`src/hw/xca_pkg.sv`:
```
package xca_pkg;

// ----------------------------------------
// register map
// ----------------------------------------
localparam logic [11:0] XCA_CFG_ADDR = 12'h148;
localparam logic [31:0] XCA_CFG_RESET = 32'h0000_0000;
localparam logic [31:0] XCA_RDONLY_ZERO = 32'h0000_0000;

// ----------------------------------------
// field positions
// ----------------------------------------
localparam int XCA_CYC0_LSB = 0;
localparam int XCA_CYC1_LSB = 3;
localparam int XCA_CYC2_LSB = 6;
localparam int XCA_CYCN_LSB = 9;
localparam int XCA_DIV_LSB = 12;
localparam int XCA_SPARE_LSB = 5;
localparam int XCA_MODE_BIT = 23;
localparam int XCA_IRQLVL_LSB = 24;
localparam int XCA_CSLVL_LSB = 28;
localparam int XCA_PCILVL_BIT = 31;
localparam int XCA_PRIO_SELF_BIT = 4;

// ----------------------------------------
// writable register mask
// ----------------------------------------
localparam logic [31:0] XCA_RW_MASK = 32'hff00_3fff;

typedef enum logic [0:0] {
    XCA_MODE_ARB = 1'b0,
    XCA_MODE_XBUS = 1'b1
} xca_mode_e;

endpackage

```
`src/hw/xca_div.sv`:
```
`timescale 1ns/1ps
`default_nettype none
module xca_div
    import xca_pkg::*;
(
    input wire logic sys_clk,
    input wire logic sys_rst,
    input wire logic clk_en,
    input wire logic enable,
    input wire logic [1:0] div_sel,
    output logic tick
);
    typedef struct packed {
        logic [1:0] cnt;
        logic tick;
    } xca_div_s;

    xca_div_s st_q, st_d;

    // ----------------------------------------
    // strobe clock divider, divisor = sel + 1
    // ----------------------------------------
    always_comb begin
        st_d = st_q;
        st_d.tick = 1'b0;
        if (!enable) begin
            st_d.cnt = 2'h0;
        end else if (st_q.cnt >= div_sel) begin
            st_d.cnt = 2'h0;
            st_d.tick = 1'b1;
        end else begin
            st_d.cnt = st_q.cnt + 2'h1;
        end
    end

    always_ff @(posedge sys_clk) begin
        if (sys_rst) begin
            st_q <= '0;
        end else if (clk_en) begin
            st_q <= st_d;
        end
    end

    assign tick = st_q.tick;
endmodule // xca_div
`default_nettype wire

```
`src/hw/xca_cfg.sv`:
```
// Chosen here: register access over APB.
`timescale 1ns/1ps
`default_nettype none
module xca_cfg
    import xca_pkg::*;
(
    input wire logic sys_clk,
    input wire logic sys_rst,
    input wire logic clk_en,
    input wire logic mode_strap_pin,
    input wire logic psel,
    input wire logic penable,
    input wire logic pwrite,
    input wire logic [11:0] paddr,
    input wire logic [31:0] pwdata,
    output logic pready,
    output logic pslverr,
    output logic [31:0] prdata,
    output logic xbus_mode,
    output logic [2:0] cyc_len_cs0,
    output logic [2:0] cyc_len_cs1,
    output logic [2:0] cyc_len_cs2,
    output logic [2:0] cyc_len_none,
    output logic [1:0] strobe_div_sel,
    output logic strobe_tick,
    output logic [3:0] irq_in_active_high,
    output logic [2:0] cs_active_high,
    output logic pci_irq_active_high,
    output logic prio_self_high,
    output logic [3:0] prio_req_high
);
    typedef struct packed {
        logic strap_done;
        xca_mode_e mode;
        logic [31:0] cfg;
        logic [31:0] rdata;
        logic err;
    } xca_cfg_s;

    xca_cfg_s st_q, st_d;
    logic hit;
    logic access;

    // ----------------------------------------
    // register read view
    // ----------------------------------------
    function automatic logic [31:0] read_view(input logic [31:0] cfg,
                                              input xca_mode_e mode);
        logic [31:0] v;
        v = cfg & XCA_RW_MASK;
        v[XCA_MODE_BIT] = (mode == XCA_MODE_ARB);
        return v;
    endfunction

    assign hit = (paddr[11:2] == XCA_CFG_ADDR[11:2]);
    assign access = psel && penable;

    // ----------------------------------------
    // next state
    // ----------------------------------------
    always_comb begin
        st_d = st_q;
        if (!st_q.strap_done) begin
            st_d.strap_done = 1'b1;
            st_d.mode = xca_mode_e'(mode_strap_pin);
        end
        if (access && pwrite && hit) begin
            st_d.cfg = pwdata & XCA_RW_MASK;
        end
        if (psel && !penable) begin
            st_d.err = !hit;
            if (hit) begin
                st_d.rdata = read_view(st_q.cfg, st_q.mode);
            end else begin
                st_d.rdata = XCA_RDONLY_ZERO;
            end
        end
    end

    // ----------------------------------------
    // state registers
    // ----------------------------------------
    always_ff @(posedge sys_clk) begin
        if (sys_rst) begin
            st_q.strap_done <= 1'b0;
            st_q.mode <= XCA_MODE_XBUS;
            st_q.cfg <= XCA_CFG_RESET;
            st_q.rdata <= 32'h0000_0000;
            st_q.err <= 1'b0;
        end else if (clk_en) begin
            st_q <= st_d;
        end
    end

    // ----------------------------------------
    // apb answer
    // ----------------------------------------
    assign pready = 1'b1;
    assign pslverr = access && st_q.err;
    assign prdata = st_q.rdata;

    // ----------------------------------------
    // field outputs
    // ----------------------------------------
    always_comb begin
        xbus_mode = (st_q.mode == XCA_MODE_XBUS);
        cyc_len_cs0 = xbus_mode ? st_q.cfg[XCA_CYC0_LSB +: 3] : 3'h0;
        cyc_len_cs1 = xbus_mode ? st_q.cfg[XCA_CYC1_LSB +: 3] : 3'h0;
        cyc_len_cs2 = xbus_mode ? st_q.cfg[XCA_CYC2_LSB +: 3] : 3'h0;
        cyc_len_none = xbus_mode ? st_q.cfg[XCA_CYCN_LSB +: 3] : 3'h0;
        strobe_div_sel = xbus_mode ? st_q.cfg[XCA_DIV_LSB +: 2] : 2'h0;
        irq_in_active_high = st_q.cfg[XCA_IRQLVL_LSB +: 4];
        cs_active_high = st_q.cfg[XCA_CSLVL_LSB +: 3];
        pci_irq_active_high = st_q.cfg[XCA_PCILVL_BIT];
        prio_self_high = !xbus_mode && st_q.cfg[XCA_PRIO_SELF_BIT];
        prio_req_high = xbus_mode ? 4'h0 : st_q.cfg[3:0];
    end

    xca_div u_div (
        .sys_clk(sys_clk),
        .sys_rst(sys_rst),
        .clk_en(clk_en),
        .enable(xbus_mode),
        .div_sel(strobe_div_sel),
        .tick(strobe_tick)
    );
endmodule // xca_cfg
`default_nettype wire

```
`config.mk`:
```
export PLATFORM = sky130hd
export DESIGN_NAME = xca_cfg
export DESIGN_NICKNAME = d
export VERILOG_FILES = /design/src/hw/xca_pkg.sv /design/src/hw/xca_div.sv /design/src/hw/xca_cfg.sv
export SDC_FILE = /design/constraint.sdc
export NUM_CORES = 1
export LEC_CHECK = 0
export ABC_AREA = 1
export BUFFER_PORTS_ARGS = -buffer_cell sky130_fd_sc_hd__buf_2
export CORE_ASPECT_RATIO = 0.6
export CORE_UTILIZATION = 52
export DETAILED_ROUTE_END_ITERATION = 12
export PLACE_DENSITY = 0.85
export SYNTH_ARGS = -nofsm -noshare
export SYNTH_HDL_FRONTEND = slang
export SYNTH_SLANG_ARGS = --single-unit
```
`constraint.sdc`:
```
create_clock -name sys_clk -period 2.3 [get_ports sys_clk]
set_input_delay 0.23 -clock sys_clk [delete_from_list [all_inputs] [get_ports sys_clk]]
set_output_delay 0.23 -clock sys_clk [all_outputs]
set_load 0.005 [all_outputs]
```
After elaboration in Yosys (flattened, before gate mapping)
Cells that the tools add are included.
W data, S select, Z words.
{"block": "totals", "out_inout_bits": 63, "reg_bits": 60, "elab_cells": 35}
{"block": "op_classes", "n_reduce_logical": 12, "order_cmp": 1, "addsub": 1, "bitwise": 2, "muxes": 11, "n_eq_ne": 1}
{"cell": "$mux W32", "count": 1}
{"cell": "$mux W3", "count": 4}
{"cell": "$eq A10 B7 Y1 const B", "count": 1}
{"cell": "$logic_and A1 B1 Y1", "count": 6}
{"cell": "$mux W2", "count": 3}
{"cell": "$reduce_and A2 Y1", "count": 3}
{"cell": "$mux W4", "count": 1}
{"cell": "$logic_not A1 Y1", "count": 3}
{"cell": "$add A2 B1 Y2 const B", "count": 1}
{"cell": "$ge A2 B2 Y1", "count": 1}
{"cell": "$mux W1", "count": 2}
{"cell": "$not A1 Y1", "count": 2}

Longest topological paths before layout
{"block": "depth", "depth_word": 4, "depth_mapped": 10}

Cells and area by module
Synthesis repeated with hierarchy kept, for this count alone.
{"block": "hier_totals", "cells_unflattened": 431, "area_unflattened_um2": 2877.8}
{"mod": "xca_cfg", "cells_per_inst": 399, "area_each_um2": 2666.3, "instances": 1}
{"mod": "xca_div", "cells_per_inst": 32, "area_each_um2": 211.5, "instances": 1}

Worst setup path after synthesis
Ideal clock, no wire load.
{"block": "synth_timing", "path_kind": "reg-to-reg", "start": "register st_q (netlist bit xbus_mode)", "end": "register u_div.st_q (netlist bit u_div.tick)", "required_time_ns": 2.168, "t_arrival_ns": 1.470, "stages_incl_launch_ff": 11, "period_less_slack_ns": 1.602, "path_slack_ns": 0.698, "setup_time_ns": 0.132, "path_cell_list": "dfxtp_1 -> clkbuf_1 -> nand2_1 -> inv_1 -> ha_1 -> inv_1 -> nand2_1 -> a21oi_1 -> inv_1 -> nand3_1 -> a21oi_1"}
{"block": "synth_via", "elab_chain_cells": 4}
{"element": "start, declared", "line": "xca_cfg.sv:40", "text": "xca_cfg_s st_q, st_d;"}
{"element": "start signal, assigned", "line": "xca_cfg.sv:91", "text": "st_q <= st_d;"}
{"element": "$mux W2", "line": "xca_cfg.sv:111", "text": "strobe_div_sel = xbus_mode ? st_q.cfg[XCA_DIV_LSB +: 2] : 2'h0;"}
{"element": "via strobe_div_sel[0]", "line": "xca_cfg.sv:24", "text": "output logic [1:0] strobe_div_sel,"}
{"element": "$ge A2 B2 Y1", "line": "xca_div.sv:28", "text": "end else if (st_q.cnt >= div_sel) begin"}
{"element": "$mux W1", "line": "xca_div.sv:28"}
{"element": "$mux W1", "line": "xca_div.sv:26", "text": "if (!enable) begin"}
{"element": "end signal, assigned", "line": "xca_div.sv:40", "text": "st_q <= st_d;"}
{"element": "end, declared", "line": "xca_div.sv:18", "text": "xca_div_s st_q, st_d;"}
The timed path passes the listed nets, and every way through them passes these cells.
A chain may end at the register's enable or synchronous reset.

Final worst setup path
{"block": "layout_timing", "start": "register st_q (netlist bit xbus_mode)", "end": "register u_div.st_q[2] (netlist bit)"}
{"block": "layout_via", "elab_chain_cells": 4}
{"element": "$mux W2", "line": "xca_cfg.sv:111"}
{"element": "$ge A2 B2 Y1", "line": "xca_div.sv:28"}
{"element": "$mux W2", "line": "xca_div.sv:28"}
{"element": "$mux W2 *", "line": "xca_div.sv:26"}
Every way passes the cells marked *; elsewhere a longest branch is shown, timed or not.

==> out/metrics.cfg <==
[sta]
whs_ns = 0.197
period_needed_ns = 1.62
timing.slew.headroom_pct = 47.7
fin_crit_sh_pct = 70.7
fin_tns_setup_ns = 0
skew_ns = 0.00447
tightest_slew_ns = 0.784
hold_viol_final = 0
rsz0062_at_grt = no
max_clock_freq_ghz = 0.615
setup_viol = 0
report.final.slew_viol_count = 0
layout_setup_ws_ns = 0.675

[synth]
synth_edf_count = 0
synth-xor-area-share_pct = 0
yosys_warnings = 0
synthSimpleGateAreaFrac_pct = 29.4
yosys.area.top_type = dfxtp_1
yosysTopAreaCellShare_pct = 36.3
synth_cell_types = 22
synthMostInstantiatedCell = inv_1
avgSynthCellArea_sq_um = 6.63
syn_inst = 424
synth_compound_area_share_pct = 5.96
synth.area.mux_share_pct = 0
syn_area_sq_um = 2810
synth.area.top_cells = dfxtp_1, inv_1, nand2_1
synth_ff_type = dfxtp_1
synth_fa_ha_area_share_pct = 0.890
ys_top_cells_by_count = inv_1, nand2_1, dfxtp_1, nand4_1, buf_4
synth_top_family_by_area = simple AND/OR/NAND/NOR gates
async_flop_share_pct = 0
ys_seq_area_share_pct = 36.3
synth-seq-cells = 51

[die]
ios = 114
std_cell_rows = 20
die-area_sq_um = 5720
initial_utilization_pct = 54.8
core_area_sq_um = 5130
die_h_microns = 59.0
fp.dieW_microns = 96.9

[detailed_routing]
wl_mm = 6.47
dr_total_vias = 2600
viasPerCell = 4.81
wire_per_inst_microns = 12.0
final_antenna_net_count = 0
first_pass_iters = 4
drtIter0Drc = 135
drc = 0

[global_routing]
grt_pass1_vias = 2188
overflow = 0
grt_pass1_wl_mm = 10.3
antenna_found_initial = 0
track_usage_pct = 22.9
grt_max_degree = 27

[clock_network]
ctsHoldBuffers = 0
post_cts_buffers = 0
numCtsBuffers = 5
clock_latency_ns = 0.30
clkSinkCount = 51
cts_root_buf = clkbuf_8
cts_tree = yes
clk_path_buf_depth = 2
cts.repair.resized = 0
cts.clk_slew.worst_paths_ns = 0.08
htree_levels = 2

[power]
vdd_ir_drop_max_mv = 0.232
power_leakage_nw = 1.73
p_per_area_nw_per_um2 = 492

[setup_path]
regToRegSetupSlack_ns = 0.68
worstSetupPathType = register to register
cpPeakStageDelay_ns = 0.53
cp_slowest_cell = dfxtp_1
r2r_end = u_div.st_q[2]$_SDFFE_PP0P_
cp_cell_sequence = nand2_1 > inv_1 > ha_1 > inv_1 > nand2_1 > a21oi_1 > a21oi_1 > nor3_1
worst-path-buf-inv = 2
r2r_start = xbus_mode$_SDFFE_PP1P_
worstSetupStartpointType = register
r2r_cells = 8
path_max_fanout = 7
cp_data_arrival_time_ns = 1.85
critPathRequiredTime_ns = 2.52
crit_path_end_kind = register
crit_family = flip-flops

[placement]
pre_cts_slack_ns = 0.734
hpwl_mm = 4.74
place_congestion = 0.863
placed_area_sq_um = 3030
placedCellCount = 534
portBuffers = 91

[layout]
post_route_cells_drive_above_1_share_pct = 23.6
area_growth_syn_to_layout_pct = 10.8
instances_no_fill = 541
num-nets-final = 528
diodes = 0
final_cell_area_sq_um = 3120

[hold_path]
worstHoldPathType = primary input to register
whs_endpoint = xbus_mode$_SDFFE_PP1P_
hold_start = mode_strap_pin
whs_path_depth = 3

[flow_run]
cap_viol_max_count = 0

[run_status]
status = complete, no violations

-- metrics by stage --
stage | util (%) | power, mW
2_1_floorplan | - | 0.999
3_3_place_gp | 59.0 | 1.04
3_5_place_dp | 59.0 | 1.04
4_1_cts | 60.7 | 1.54
5_1_grt | 60.7 | 1.60
6_report | 60.7 | 1.53
-- cell usage in the layout, fill, tap and decap left out, drive strengths merged, types with 6 or more instances in the layout --
master  synthesis  layout
nor2           38      38
nand2          88      88
a21oi          30      30
inv            94      94
clkbuf          9       6
nand3           6       6
dfxtp          51      51
nand4          45      45
conb            2      10
buf            54      99
-- layer usage --
metal	up-vias	track usage, %	part of all wire, %
li1	1346	-	-
met4	0	6.18	0.87
met1	1145	33.1	48
met5	-	0	0
met2	103	35.1	43
met3	6	4.72	8.2
-- flip-flops by register name, indices dropped and copies added (netlist names) --
signal,flops
u_div.st_q,2
prdata,23
pci_irq_active_high,1
u_div.tick,1
xbus_mode,1
irq_in_active_high,4
cs_active_high,3
st_q,16
-- cells by family after synthesis --
logic type / after synthesis
AOI/OAI and AO/OA: 33
DFF: 51
adders and majority gates: 2
buffers and inverters: 157
other: 2
and+or+nand+nor: 179
-- power by group --
group          leakage, nW  internal [mW]  switching, mW  total [mW]
combinational         1.27         0.0476         0.0845       0.132
clock               0.0470          0.236          0.272       0.509
sequential           0.412          0.887        0.00553       0.892
-- how the worst max path moves through the flow --
| stage | from | endpoint | slack (ns) | cells after the start |
|---|---|---|---|---|
| after CTS | xbus_mode$_SDFFE_PP1P_ | cyc_len_none[2] | 0.71 | 4 |
| after global routing | xbus_mode$_SDFFE_PP1P_ | u_div.st_q[2]$_SDFFE_PP0P_ | 0.56 | 8 |
| after detailed placement | xbus_mode$_SDFFE_PP1P_ | u_div.st_q[2]$_SDFFE_PP0P_ | 0.73 | 8 |
| after global placement | xbus_mode$_SDFFE_PP1P_ | u_div.tick$_SDFFE_PP0P_ | 0.84 | 6 |
| final | xbus_mode$_SDFFE_PP1P_ | u_div.st_q[2]$_SDFFE_PP0P_ | 0.68 | 8 |
| after floorplan | xbus_mode$_SDFFE_PP1P_ | u_div.tick$_SDFFE_PP0P_ | 0.70 | 10 |
-- tightest hold or removal path, delay by kind of cell --
kind,cells,cell delay [ns]
and+or+nand+nor,2,0.16
buffers and inverters,1,0.08
-- area by class of cell --
class / count / area, sq um
inverters: 94 / 353
multi-input cells: 224 / 1060
clock buffers: 6 / 82.6
well taps: 66 / 82.6
flip-flops and latches: 51 / 1020
clock inverters: 1 / 5.00
repair buffers: 99 / 515
fillers: 510 / 2010
(Power assumes the default switching activity.)
